`src/verilog/srrd_regs.svh`:
```
// constants for the shift, rotate, return and borrow-subtract decode timing block
`ifndef SRRD_REGS_SVH
`define SRRD_REGS_SVH
`define SRRD_OP_RET_NEAR     8'hc3
`define SRRD_OP_RET_NEAR_IMM 8'hc2
`define SRRD_OP_RET_FAR_IMM  8'hca
`define SRRD_OP_RET_FAR      8'hcb
`define SRRD_OP_FLAGS_AH     8'h9e
`define SRRD_OP_SHIFT_IMM    7'h60
`define SRRD_OP_SHIFT_ONE    7'h68
`define SRRD_OP_SHIFT_CNT    7'h69
`define SRRD_OP_SBB_RR_HI    6'h06
`define SRRD_OP_SBB_RM       7'h0c
`define SRRD_OP_SBB_MR       7'h0d
`define SRRD_OP_SBB_ACC      7'h0e
`define SRRD_OP_IMM_GRP      6'h20
`define SRRD_SEL_ROL         3'h0
`define SRRD_SEL_ROR         3'h1
`define SRRD_SEL_SAL         3'h4
`define SRRD_SEL_SAR         3'h7
`define SRRD_SEL_SBB         3'h3
`define SRRD_MOD_REG         2'h3
`define SRRD_CLK_RET_NEAR    7'h0a
`define SRRD_CLK_RET_FAR_R   7'h0d
`define SRRD_CLK_RET_FAR_P   7'h1a
`define SRRD_CLK_RET_FAR_PM  7'h1b
`define SRRD_CLK_RET_PRIV_H  7'h3d
`define SRRD_CLK_RET_PRIV_M  7'h40
`define SRRD_CLK_SH1_REG     7'h02
`define SRRD_CLK_SH1_HIT     7'h04
`define SRRD_CLK_SH1_MISS    7'h06
`define SRRD_CLK_SHC_REG     7'h03
`define SRRD_CLK_SHC_HIT     7'h05
`define SRRD_CLK_SHC_MISS    7'h07
`define SRRD_CLK_FLAGS_AH    7'h02
`define SRRD_CLK_SBB_REG     7'h01
`define SRRD_CLK_SBB_HIT     7'h03
`define SRRD_CLK_SBB_MISS    7'h05
`define SRRD_FLAGS_FLAGS_FROM_ACC_HIGH_OP      6'h1f
`define SRRD_FLAGS_ARITH     6'h3f
`define SRRD_FLAGS_SHIFT     6'h21
`endif

```
`src/verilog/srrd_pkg.sv`:
```
// types for the shift, rotate, return and borrow-subtract decode timing block
package srrd_pkg;
  typedef enum logic [3:0] {
    SRRD_OP_NONE  = 4'h0,
    SRRD_OP_RET   = 4'h1,
    SRRD_OP_ROL   = 4'h2,
    SRRD_OP_ROR   = 4'h3,
    SRRD_OP_SAL   = 4'h4,
    SRRD_OP_SAR   = 4'h5,
    SRRD_OP_FLAGS = 4'h6,
    SRRD_OP_SBB   = 4'h7
  } srrd_op_e;
  typedef enum logic [1:0] {
    SRRD_IDLE = 2'b00,
    SRRD_BUSY = 2'b01,
    SRRD_DONE = 2'b11
  } srrd_state_e;
endpackage : srrd_pkg

```
`src/verilog/srrd_decode.sv`:
```
// decoder and clock-count sequencer for returns, shifts, flag load and borrow subtract
`timescale 1ns/100ps
`include "srrd_regs.svh"
module srrd_decode (
  input  wire logic             mclk,
  input  wire logic             reset,
  input  wire logic             start,
  input  wire logic [7:0]       opcode,
  input  wire logic [7:0]       modrm,
  input  wire logic             prot_mode,
  input  wire logic             priv_change,
  input  wire logic             cache_miss,
  output logic                  busy,
  output logic                  done,
  output logic                  illegal,
  output srrd_pkg::srrd_op_e    op,
  output logic                  rotate_left_op,
  output logic                  rotate_right_op,
  output logic                  arith_shift_left_op,
  output logic                  arith_shift_right_op,
  output logic                  subroutine_return_op,
  output logic                  flags_from_acc_high_op,
  output logic                  subtract_with_borrow_op,
  output logic                  use_count_reg_low,
  output logic                  add_imm_stack_pointer,
  output logic                  full_width,
  output logic                  mem_operand,
  output logic [5:0]            flag_mask,
  output logic [6:0]            clocks
);

  // ****************************************
  // helper functions
  // ****************************************
  function automatic logic [6:0] srrd_pick(input logic is_mem, input logic miss,
                                           input logic [6:0] reg_c, input logic [6:0] hit_c,
                                           input logic [6:0] miss_c);
    srrd_pick = !is_mem ? reg_c : (miss ? miss_c : hit_c);
  endfunction : srrd_pick

  // ****************************************
  // combinational decode
  // ****************************************
  srrd_pkg::srrd_op_e dec_op;
  logic [6:0]         dec_clk;
  logic [5:0]         dec_flags;
  logic               dec_ok;
  logic               dec_cnt;
  logic               dec_imm;
  logic               dec_mem;
  logic [2:0]         sel;

  always_comb begin
    sel       = modrm[5:3];
    dec_op    = srrd_pkg::SRRD_OP_NONE;
    dec_clk   = 7'h00;
    dec_flags = 6'h00;
    dec_ok    = 1'b0;
    dec_cnt   = 1'b0;
    dec_imm   = 1'b0;
    dec_mem   = (modrm[7:6] != `SRRD_MOD_REG);
    if (opcode == `SRRD_OP_RET_NEAR || opcode == `SRRD_OP_RET_NEAR_IMM) begin
      dec_op  = srrd_pkg::SRRD_OP_RET;
      dec_ok  = 1'b1;
      dec_mem = 1'b0;
      dec_imm = (opcode == `SRRD_OP_RET_NEAR_IMM);
      dec_clk = `SRRD_CLK_RET_NEAR;
    end else if (opcode == `SRRD_OP_RET_FAR_IMM || opcode == `SRRD_OP_RET_FAR) begin
      dec_op  = srrd_pkg::SRRD_OP_RET;
      dec_ok  = 1'b1;
      dec_mem = 1'b0;
      dec_imm = (opcode == `SRRD_OP_RET_FAR_IMM);
      if (!prot_mode) begin
        dec_clk = `SRRD_CLK_RET_FAR_R;
      end else if (priv_change) begin
        dec_clk = cache_miss ? `SRRD_CLK_RET_PRIV_M : `SRRD_CLK_RET_PRIV_H;
      end else begin
        dec_clk = cache_miss ? `SRRD_CLK_RET_FAR_PM : `SRRD_CLK_RET_FAR_P;
      end
    end else if (opcode[7:1] == `SRRD_OP_SHIFT_ONE || opcode[7:1] == `SRRD_OP_SHIFT_IMM ||
                 opcode[7:1] == `SRRD_OP_SHIFT_CNT) begin
      dec_cnt = (opcode[7:1] == `SRRD_OP_SHIFT_CNT);
      dec_ok  = 1'b1;
      dec_flags = `SRRD_FLAGS_SHIFT;
      case (sel)
        `SRRD_SEL_ROL: dec_op = srrd_pkg::SRRD_OP_ROL;
        `SRRD_SEL_ROR: dec_op = srrd_pkg::SRRD_OP_ROR;
        `SRRD_SEL_SAL: dec_op = srrd_pkg::SRRD_OP_SAL;
        `SRRD_SEL_SAR: dec_op = srrd_pkg::SRRD_OP_SAR;
        default:       dec_ok = 1'b0;
      endcase
      if (dec_op == srrd_pkg::SRRD_OP_SAL || dec_op == srrd_pkg::SRRD_OP_SAR) begin
        dec_flags = 6'h3b;
      end
      if (dec_cnt) begin
        dec_clk = srrd_pick(dec_mem, cache_miss, `SRRD_CLK_SHC_REG, `SRRD_CLK_SHC_HIT,
                            `SRRD_CLK_SHC_MISS);
      end else begin
        dec_clk = srrd_pick(dec_mem, cache_miss, `SRRD_CLK_SH1_REG, `SRRD_CLK_SH1_HIT,
                            `SRRD_CLK_SH1_MISS);
      end
    end else if (opcode == `SRRD_OP_FLAGS_AH) begin
      dec_op    = srrd_pkg::SRRD_OP_FLAGS;
      dec_ok    = 1'b1;
      dec_mem   = 1'b0;
      dec_flags = `SRRD_FLAGS_FLAGS_FROM_ACC_HIGH_OP;
      dec_clk   = `SRRD_CLK_FLAGS_AH;
    end else if (opcode[7:2] == `SRRD_OP_SBB_RR_HI && !dec_mem) begin
      dec_op    = srrd_pkg::SRRD_OP_SBB;
      dec_ok    = 1'b1;
      dec_flags = `SRRD_FLAGS_ARITH;
      dec_clk   = `SRRD_CLK_SBB_REG;
    end else if (opcode[7:1] == `SRRD_OP_SBB_RM || opcode[7:1] == `SRRD_OP_SBB_MR) begin
      dec_op    = srrd_pkg::SRRD_OP_SBB;
      dec_ok    = 1'b1;
      dec_flags = `SRRD_FLAGS_ARITH;
      dec_clk   = cache_miss ? `SRRD_CLK_SBB_MISS : `SRRD_CLK_SBB_HIT;
    end else if (opcode[7:2] == `SRRD_OP_IMM_GRP && sel == `SRRD_SEL_SBB) begin
      dec_op    = srrd_pkg::SRRD_OP_SBB;
      dec_ok    = 1'b1;
      dec_imm   = 1'b1;
      dec_flags = `SRRD_FLAGS_ARITH;
      dec_clk   = srrd_pick(dec_mem, cache_miss, `SRRD_CLK_SBB_REG, `SRRD_CLK_SBB_HIT,
                            `SRRD_CLK_SBB_MISS);
    end else if (opcode[7:1] == `SRRD_OP_SBB_ACC) begin
      dec_op    = srrd_pkg::SRRD_OP_SBB;
      dec_ok    = 1'b1;
      dec_mem   = 1'b0;
      dec_imm   = 1'b1;
      dec_flags = `SRRD_FLAGS_ARITH;
      dec_clk   = `SRRD_CLK_SBB_REG;
    end
    if (!dec_ok) begin
      dec_op    = srrd_pkg::SRRD_OP_NONE;
      dec_clk   = 7'h00;
      dec_flags = 6'h00;
      dec_mem   = 1'b0;
    end
  end

  // ****************************************
  // sequencer: holds decode, counts clocks
  // ****************************************
  srrd_pkg::srrd_state_e state_r, state_nxt;
  srrd_pkg::srrd_op_e    op_r, op_nxt;
  logic [6:0]            clk_r, clk_nxt;
  logic [6:0]            cnt_r, cnt_nxt;
  logic [5:0]            flg_r, flg_nxt;
  logic                  ill_r, ill_nxt;
  logic                  cntreg_r, cntreg_nxt;
  logic                  imm_r, imm_nxt;
  logic                  wide_r, wide_nxt;
  logic                  mem_r, mem_nxt;

  always_comb begin
    state_nxt  = state_r;
    op_nxt     = op_r;
    clk_nxt    = clk_r;
    cnt_nxt    = cnt_r;
    flg_nxt    = flg_r;
    ill_nxt    = 1'b0;
    cntreg_nxt = cntreg_r;
    imm_nxt    = imm_r;
    wide_nxt   = wide_r;
    mem_nxt    = mem_r;
    case (state_r)
      srrd_pkg::SRRD_IDLE, srrd_pkg::SRRD_DONE: begin
        state_nxt = srrd_pkg::SRRD_IDLE;
        if (start) begin
          if (dec_ok) begin
            state_nxt  = (dec_clk == 7'h01) ? srrd_pkg::SRRD_DONE : srrd_pkg::SRRD_BUSY;
            op_nxt     = dec_op;
            clk_nxt    = dec_clk;
            cnt_nxt    = dec_clk - 7'h01;
            flg_nxt    = dec_flags;
            cntreg_nxt = dec_cnt;
            imm_nxt    = dec_imm;
            wide_nxt   = opcode[0];
            mem_nxt    = dec_mem;
          end else begin
            ill_nxt = 1'b1;
          end
        end
      end
      srrd_pkg::SRRD_BUSY: begin
        cnt_nxt = cnt_r - 7'h01;
        if (cnt_r == 7'h01) begin
          state_nxt = srrd_pkg::SRRD_DONE;
        end
      end
      default: state_nxt = srrd_pkg::SRRD_IDLE;
    endcase
  end

  always_ff @(posedge mclk) begin
    if (reset) begin
      state_r  <= srrd_pkg::SRRD_IDLE;
      op_r     <= srrd_pkg::SRRD_OP_NONE;
      clk_r    <= 7'h00;
      cnt_r    <= 7'h00;
      flg_r    <= 6'h00;
      ill_r    <= 1'b0;
      cntreg_r <= 1'b0;
      imm_r    <= 1'b0;
      wide_r   <= 1'b0;
      mem_r    <= 1'b0;
    end else begin
      state_r  <= state_nxt;
      op_r     <= op_nxt;
      clk_r    <= clk_nxt;
      cnt_r    <= cnt_nxt;
      flg_r    <= flg_nxt;
      ill_r    <= ill_nxt;
      cntreg_r <= cntreg_nxt;
      imm_r    <= imm_nxt;
      wide_r   <= wide_nxt;
      mem_r    <= mem_nxt;
    end
  end

  // ****************************************
  // outputs
  // ****************************************
  // start is ignored while busy; the issuing stage waits on done
  assign busy                    = (state_r == srrd_pkg::SRRD_BUSY);
  assign done                    = (state_r == srrd_pkg::SRRD_DONE);
  assign illegal                 = ill_r;
  assign op                      = op_r;
  assign rotate_left_op          = (op_r == srrd_pkg::SRRD_OP_ROL);
  assign rotate_right_op         = (op_r == srrd_pkg::SRRD_OP_ROR);
  assign arith_shift_left_op     = (op_r == srrd_pkg::SRRD_OP_SAL);
  assign arith_shift_right_op    = (op_r == srrd_pkg::SRRD_OP_SAR);
  assign subroutine_return_op    = (op_r == srrd_pkg::SRRD_OP_RET);
  assign flags_from_acc_high_op  = (op_r == srrd_pkg::SRRD_OP_FLAGS);
  assign subtract_with_borrow_op = (op_r == srrd_pkg::SRRD_OP_SBB);
  assign use_count_reg_low       = cntreg_r;
  assign add_imm_stack_pointer   = imm_r && (op_r == srrd_pkg::SRRD_OP_RET);
  assign full_width              = wide_r;
  assign mem_operand             = mem_r;
  assign flag_mask               = flg_r;
  assign clocks                  = clk_r;

  // ****************************************
  // checks
  // ****************************************
  // elapsed clocks from acceptance to done must equal the charged count
  logic [6:0] el_r;
  always_ff @(posedge mclk) begin
    if (reset || !busy) begin
      el_r <= 7'h01;
    end else begin
      el_r <= el_r + 7'h01;
    end
  end

  a_done_count_match: assert property (@(posedge mclk) disable iff (reset)
    $rose(done) && $past(busy) |-> clocks == el_r)
    else $error("done not at charged clock count");
  a_near_ret_ten: assert property (@(posedge mclk) disable iff (reset)
    (state_r != srrd_pkg::SRRD_BUSY) && !done && start && opcode == 8'hc3 |=> ##9 done)
    else $error("near return not 10 clocks");
  a_priv_ret_miss: assert property (@(posedge mclk) disable iff (reset)
    !busy && start && opcode[7:1] == 7'h65 && prot_mode && priv_change && cache_miss
    |=> clocks == 7'h40)
    else $error("privilege return miss count wrong");
  a_far_ret_real: assert property (@(posedge mclk) disable iff (reset)
    !busy && start && opcode == 8'hca && !prot_mode |=> clocks == 7'h0d)
    else $error("real far return count wrong");
  a_rol_select: assert property (@(posedge mclk) disable iff (reset)
    !busy && start && opcode[7:1] == 7'h68 && modrm[5:3] == 3'h0 |=> rotate_left_op)
    else $error("rotate left not selected");
  a_sar_select: assert property (@(posedge mclk) disable iff (reset)
    !busy && start && opcode[7:1] == 7'h60 && modrm[5:3] == 3'h7 |=> arith_shift_right_op)
    else $error("shift right not selected");
  a_shift_cnt_miss: assert property (@(posedge mclk) disable iff (reset)
    !busy && start && opcode[7:1] == 7'h69 && modrm[5:3] == 3'h1 && modrm[7:6] != 2'h3
    && cache_miss |=> clocks == 7'h07 && use_count_reg_low)
    else $error("count register shift miss count wrong");
  a_sbb_one_clock: assert property (@(posedge mclk) disable iff (reset)
    !busy && start && opcode[7:2] == 6'h06 && modrm[7:6] == 2'h3 |=> done && clocks == 7'h01)
    else $error("register borrow subtract not one clock");
  a_sbb_flags: assert property (@(posedge mclk) disable iff (reset)
    subtract_with_borrow_op |-> flag_mask == 6'h3f)
    else $error("borrow subtract flag mask incomplete");
  a_flags_ah: assert property (@(posedge mclk) disable iff (reset)
    !busy && start && opcode == 8'h9e |=> busy ##1 done)
    else $error("flag load not 2 clocks");
endmodule : srrd_decode

```
`config.mk`:
```
export PLATFORM = sky130hd
export DESIGN_NAME = srrd_decode
export DESIGN_NICKNAME = d
export VERILOG_FILES = /design/src/verilog/srrd_pkg.sv /design/src/verilog/srrd_decode.sv
export VERILOG_INCLUDE_DIRS = /design/src /design/src/verilog
export SDC_FILE = /design/constraint.sdc
export NUM_CORES = 1
export LEC_CHECK = 0
export ABC_AREA = 0
export BUFFER_PORTS_ARGS = -buffer_cell sky130_fd_sc_hd__buf_2
export CAP_MARGIN = 20
export CORE_AREA = 4 4 68 86
export DETAILED_ROUTE_END_ITERATION = 10
export DIE_AREA = 0 0 72 90
export GPL_TIMING_DRIVEN = 0
export PLACE_DENSITY_LB_ADDON = 0.2
export SLEW_MARGIN = 10
export SYNTH_ARGS = -nofsm -noshare
export SYNTH_HDL_FRONTEND = slang
export SYNTH_SLANG_ARGS = --single-unit
```
`constraint.sdc`:
```
create_clock -name mclk -period 6.3 [get_ports mclk]
set_input_delay 0.945 -clock mclk [delete_from_list [all_inputs] [get_ports mclk]]
set_output_delay 0.945 -clock mclk [all_outputs]
set_load 0.05 [all_outputs]
```
# Yosys cells after proc, flatten, opt, wreduce, memory -nomap -nowiden
# Index checks and enable logic that the tools add are counted.
[word_totals]
ff_bits = 31
output_inout_bits = 31
latch_bits = 0
elab_cells = 142
input_bits = 22
mem_bits_ro = 0
memories = 0
ramBits = 0
[op_classes]
multipliers = 0
muxes = 76
reduce_logical = 18
eq_ne = 34
div_mod_pow = 0
order_cmp = 0
addsub = 2
bitwise = 2
n_shift = 0
[ops]
columns = ["op", "count"]
rows = [
  ["7-bit two-way mux", 9],
  ["6-bit two-way mux", 8],
  ["3-bit two-way mux", 14],
  ["8-bit == test (second input constant)", 5],
  ["1-bit two-way mux", 29],
  ["4-bit by 3-bit == test with 1-bit output (second input constant)", 6],
  ["4-bit two-way mux", 6],
  ["7-bit by 4-bit == test with 1-bit output (second input constant)", 3],
  ["7-bit == test (second input constant)", 3],
  ["7-bit by 1-bit == test with 1-bit output (second input constant)", 2],
  ["7-bit case mux with 2 select lines", 1],
  ["7-bit by 1-bit subtractor with 7-bit output (second input constant)", 2],
  ["2-bit two-way mux", 6],
  ["3-bit case mux with 4 select lines", 1],
  ["4-bit by 2-bit == test with 1-bit output (second input constant)", 2],
  ["3-bit == test (second input constant)", 2],
  ["6-bit by 3-bit == test with 1-bit output (second input constant)", 1],
  ["6-bit == test (second input constant)", 1],
  ["1-bit logical OR", 6],
  ["2-bit inequality test (second input constant)", 3],
  ["3-bit AND reduction", 2],
  ["5-bit two-way mux", 1],
  ["4-bit by 1-bit == test with 1-bit output (second input constant)", 1],
  ["2-bit case mux with 2 select lines", 1],
  ["other kinds (14)", 17],
]

# Longest topological paths before layout
[depth]
word_depth = 15
depth_mapped = 11

# Least setup slack after synthesis
# Ideal clock, no wire load.
[synth_timing]
path_type = "register -> output"
startpoint = "reg op_r[0] (netlist: op[0])"
endpoint = "out add_imm_stack_pointer"
slack_ns = 2.798
required_ns = 5.355
arrival_time_ns = 2.557
path_stages_with_launch = 3
cell_sequence = "dfxtp_1 -> nor3b_1 -> and2_1"
[synth_via]
elab_chain_len = 2
[synth_rtl]
columns = ["item", "line", "source"]
rows = [
  ["start: declaration", "srrd_decode.sv:145", "srrd_pkg::srrd_op_e op_r, op_nxt;"],
  ["start signal: assignment", "srrd_decode.sv:198", "op_r <= srrd_pkg::SRRD_OP_NONE;"],
  ["start signal: assignment", "srrd_decode.sv:209", "op_r <= op_nxt;"],
  ["4-bit by 1-bit == test with 1-bit output", "n/a", ""],
  ["named net subroutine_return_op", "srrd_decode.sv:21", "output logic subroutine_return_op,"],
  ["1-bit logical AND", "srrd_decode.sv:237", "assign add_imm_stack_pointer = imm_r && (op_r == srrd_pkg::SRRD_OP_RET);"],
  ["end: declaration", "srrd_decode.sv:25", "output logic add_imm_stack_pointer,"],
]
# The timed path passes the listed nets, and every way through them passes these cells.

# Worst setup path after layout
[layout_timing]
startpoint = "in opcode[5]"
endpoint = "reg cnt_r[2]"
[layout_via]
elab_chain_len = 14
[layout_rtl]
columns = ["item", "line", "source"]
rows = [
  ["start: declaration", "srrd_decode.sv:8", "input wire logic [7:0] opcode,"],
  ["7-bit by 4-bit == test with 1-bit output (no line) or 6-bit == test (tied branches)", "n/a", ""],
  ["1-bit two-way mux or 1-bit logical AND (tied branches)", "n/a", ""],
  ["3-bit two-way mux or 1-bit two-way mux (tied branches)", "srrd_decode.sv:118", "end else if (opcode[7:2] == `SRRD_OP_IMM_GRP && sel == `SRRD_SEL_SBB) begin"],
  ["3-bit two-way mux or 1-bit two-way mux (tied branches)", "srrd_decode.sv:113", "end else if (opcode[7:1] == `SRRD_OP_SBB_RM || opcode[7:1] == `SRRD_OP_SBB_MR) begin"],
  ["3-bit two-way mux or 1-bit two-way mux (tied branches)", "srrd_decode.sv:108", "end else if (opcode[7:2] == `SRRD_OP_SBB_RR_HI && !dec_mem) begin"],
  ["3-bit two-way mux or 1-bit two-way mux (tied branches)", "srrd_decode.sv:102", "end else if (opcode == `SRRD_OP_FLAGS_AH) begin"],
  ["7-bit two-way mux or 1-bit two-way mux (tied branches)", "srrd_decode.sv:80", "end else if (opcode[7:1] == `SRRD_OP_SHIFT_ONE || opcode[7:1] == `SRRD_OP_SHIFT_IMM ||"],
  ["7-bit two-way mux or 1-bit two-way mux (tied branches)", "srrd_decode.sv:68", "end else if (opcode == `SRRD_OP_RET_FAR_IMM || opcode == `SRRD_OP_RET_FAR) begin"],
  ["7-bit two-way mux or 1-bit two-way mux (tied branches)", "srrd_decode.sv:62", "if (opcode == `SRRD_OP_RET_NEAR || opcode == `SRRD_OP_RET_NEAR_IMM) begin"],
  ["7-bit two-way mux", "srrd_decode.sv:133", "if (!dec_ok) begin"],
  ["7-bit by 1-bit subtractor with 7-bit output", "srrd_decode.sv:174", "cnt_nxt = dec_clk - 7'h01;"],
  ["7-bit two-way mux", "srrd_decode.sv:170", "if (dec_ok) begin"],
  ["7-bit two-way mux", "srrd_decode.sv:169", "if (start) begin"],
  ["7-bit case mux with 2 select lines", "srrd_decode.sv:166", "case (state_r)"],
  ["end signal: assignment", "srrd_decode.sv:211", "cnt_r <= cnt_nxt;"],
  ["end: declaration", "srrd_decode.sv:147", "logic [6:0] cnt_r, cnt_nxt;"],
]
# Several ways; a longest one is shown, not always the timed one. The select of a mux whose other input is x is not followed.
# A chain may end at the register's enable or synchronous reset.

==> flow_results.org <==
** Run
- Across the run, the number of max-cap violations was 0.

** STA
- Setup violations remaining at the end of the flow were counted as 0.
- Setup repair after global routing left no endpoint under its margin.
- Relative slew slack :: 55.3%
- Hold Fails Final Rpt :: 0
- Summed over all failing endpoints, the final setup total negative slack is 0 ns.
- Timing would allow up to 0.308 GHz.
- Least setup slack across all paths after layout :: 3.05 ns
- Post-route clock skew :: 0.00527 ns
- Actual transition at the worst max-transition pin :: 0.665 ns
- Dividing the final minimum period by the clock period gives 51.6%.
- Min cycle time layout :: 3.25 ns
- The count of pins over their slew limit was 0.

** Yosys
- Fraction of post-synthesis cell area in the top cell type by area :: 28.5%
- Dividing the synthesized area by the synthesized cell count gives 7.46 µm².
- Distinct cells, synth :: 56
- Total of flip-flops plus latches after synthesis :: 28
- Synth warn :: 0
- Largest area contributor in the synthesized netlist :: dfxtp_1
- The cell count after synthesis came out at 264.
- Among all flip-flop cells after synthesis, the most frequent one is dfxtp_1.
- Synthesized net count :: 295
- Yosys mapped a number of flops with a built-in enable equal to 0.
- After synthesis, the share of flip-flops with an asynchronous set or reset is 0%.
- The cell area that synthesis handed to floorplanning was 0.00197 mm².
- Area contributors post-synth :: dfxtp_1 28%, nand2_1 7.4%, a21oi_1 6.4%
- Post-synthesis sequential area ratio :: 28.5%

** Critical path
- Of all nets on the critical path, the largest fanout is 5.
- Count of cell instances traversed by the critical path :: 9
- Data arrival, critical path :: 3.44 ns
- Gate family responsible for the most delay along the worst path :: compound AO/OA/AOI/OAI gates
- Buffers plus inverters on the worst setup path :: 1
- Walking the worst path, the cells encountered are buf_2 > nand2b_1 > or4_1 > a2111oi_0 > o21a_1 > nand2_1 > ha_1 > xor2_1 > a311oi_1.
- STA classifies the critical path endpoint as a flop.
- Delay contributed by the slowest stage of the critical path :: 0.62 ns
- Startpoint kind of the worst setup timing path :: primary input
- The worst setup path is of the in -> reg kind.
- On the critical path, the stage with the largest delay is an instance of a2111oi_0.
- Counting cells, the worst reg-to-reg path comes to 7.
- STA puts the critical path data required time at 6.49 ns.

** Placed design
- Estimated wirelength of the detail-placed design :: 4390 µm
- Input and output buffers added on the ports amount to 47.
- In this run, placement finished with an instance count of 373.
- Routability-driven placement finished with a final weighted congestion of 0.809.
- Setup slack at placement :: 2.77 ns

** Global route
- Vias in the first global route :: 2048
- Global-route congestion overflow total :: 0
- Wire length of the first global-routing pass :: 9460 µm
- Pin count of the biggest net entering global routing :: 17
- Global router's overall resource usage :: 17.6%
- Antenna violations before repair :: 0

** Floorplan
- Core area :: 0.00501 mm²
- The die is 72 µm wide.
- Count of boundary I/O pins :: 53
- The floorplan has 29 rows.
- Height of the chip :: 90 µm
- Starting density of the core :: 39.3%
- Floorplan die area :: 0.00648 mm²

** Route
- For this block, wires on met1 add up to 2380 µm.
- The pre-antenna-repair detailed-routing pass consisted of 4 iterations.
- Post-detailed-route wirelength per cell :: 14.7 µm
- Signal routing reaches up to met4.
- Avg Vias per Cell :: 5.47
- Final wirelength :: 5540 µm
- The detailed router finished its first iteration with 92 violations.
- Via count :: 2064
- After detailed routing, the met3 layer carries 177 µm of wire.
- The count of nets left with antenna violations once routing finished came out at 0.
- DR DRC count :: 0
- The routed design uses 2950 µm of met2 wire.

** Worst hold path
- Number of stages on the worst hold path :: 2
- The tightest min-delay check is of the reg -> reg type.

** CTS
- After clock tree synthesis, the setup repair step added 0 buffers.
- Library cell used as clock root buffer :: clkbuf_8
- Inserted Clock Buffers :: 3
- Number of buffers inserted for hold repair after clock tree synthesis :: 0
- Clk_lat worst skew :: 0.28 ns
- Number of gates resized after cts :: 0
- Maximum count of clock buffers along a single path :: 2
- After clock tree synthesis, the clock-pin slew on the worst setup and hold paths is 0.10 ns.
- Number of H-tree branching levels :: 1
- Sinks on Clock Net :: 28
- TritonCTS built the clock tree.

** Power and ir drop
- Of the total power, the clock network draws 36.2%.
- The worst-case IR drop observed on VDD is 0.108 mV.
- Summed over all cells, the static leakage comes to 0.959 nW.
- Cell internal power was estimated by the tool at 0.290 mW.
- Ratio of total power to cell area :: 169 mW/mm²
- Sw Pwr :: 0.109 mW
- In this run switching power makes up 27.3% of total power.
- Of the total power, combinational logic draws 17.6%.
- Part of the total power dissipated in sequential elements :: 46.2%

** Cells and area
- For this run, the number of standard cells in the final layout without fillers is 377.
- Fraction of final layout cells sized beyond drive strength 1 :: 21.3%
- The net count of the finished layout is 347.
- Number of diodes :: 0
- Post-synthesis to final-layout area growth :: 19.5%
- Counting the fill cells in the layout gives 544.

** Outcome
- Status :: finished, final reports clean
## power groups by stage
stage	registers [mW]	clock network (mW)	logic [mW]
after global placement	0.188	0	0.0695
final	0.184	0.144	0.0700
after global routing	0.185	0.150	0.0774
after CTS	0.184	0.146	0.0701
after floorplan	0.195	0	0.0417
after detailed placement	0.188	0	0.0698
## tightest hold or removal path, stage by stage, from the launching register on
cell and delay, ns:
dfxtp_1 0.32, nand2_1 0.05, a21oi_1 0.05
## worst paths after layout
kind / slack, ns / startpoint / to
max: 3.05 / opcode[5] / cnt_r[2]
min: 0.46 / use_count_reg_low / use_count_reg_low
max reg2reg: 4.07 / state_r[0] / cnt_r[3]
min reg2reg: 0.46 / use_count_reg_low / use_count_reg_low
## state kept, by name, summed over array words and instances, names as in the netlist
register	count
clocks	7
cnt_r	7
flag_mask	4
op	3
state_r	2
full_width	1
illegal	1
imm_r	1
mem_operand	1
use_count_reg_low	1
## placed cells by master (no fill, tap or decap), types with 8 or more instances in the layout
cell / netlist / final
buf_2: 6 / 53
dfxtp_1: 28 / 28
inv_1: 9 / 9
nor3_1: 8 / 8
nor2_1: 27 / 27
a21oi_1: 25 / 25
ha_1: 9 / 9
o21ai_0: 10 / 10
nand2_1: 39 / 39
nand3_1: 9 / 9
## cell families after synthesis
logic type | synth area share, %
adder cells (fa/ha/maj) | 5.72
XOR/XNOR | 1.33
AO/OA/AOI/OAI | 24.5
buffers and inverters | 5.72
other | 0.190
AND/OR/NAND/NOR | 32.6
multiplexers | 1.52
flip-flops | 28.5
## cell usage after synthesis, types with 3 or more instances
cell type	n
nand2_1	39
dfxtp_1	28
nor2_1	27
a21oi_1	25
o21ai_0	10
ha_1	9
inv_1	9
nand3_1	9
nor3_1	8
clkbuf_1	7
buf_2	6
nand2b_1	5
a211oi_1	4
a311oi_1	4
a31oi_1	4
and3_1	4
nand4_1	4
nor4_1	4
buf_4	3
mux2i_1	3
nor3b_1	3
o21ai_1	3
or4_1	3
## metrics by stage
step | total power [mW] | cell area (µm²) | hold slack, ns | utilization (%)
after CTS | 0.401 | 2350 | 0.462 | 47.0
after global routing | 0.412 | 2350 | 0.498 | 47.0
final | 0.399 | 2350 | 0.457 | 47.0
after floorplan | 0.236 | 1970 | 0.458 | -
after global placement | 0.258 | 2280 | 0.444 | 45.6
after detailed placement | 0.258 | 2280 | 0.445 | 45.6
## area by class of cell
| class | count | area [µm²] | share of cell area [%] |
|---|---|---|---|
| Clock inverter | 1 | 30.0 | 1.28 |
| Inverter | 9 | 33.8 | 1.44 |
| Buffer | 16 | 78.8 | 3.35 |
| Clock buffer | 3 | 41.3 | 1.75 |
| Timing Repair Buffer | 47 | 235 | 9.99 |
| Tap cell | 62 | 77.6 | 3.30 |
| Sequential cell | 28 | 561 | 23.8 |
| Multi-Input combinational cell | 211 | 1300 | 55.1 |
## routing by layer
metal | vias up | GRT usage (%)
met3 | 2 | 2.01
met4 | 0 | 3.45
met2 | 39 | 32.4
li1 | 1056 | -
met1 | 967 | 21.5
met5 | - | 0
(Power assumes the default switching activity.)
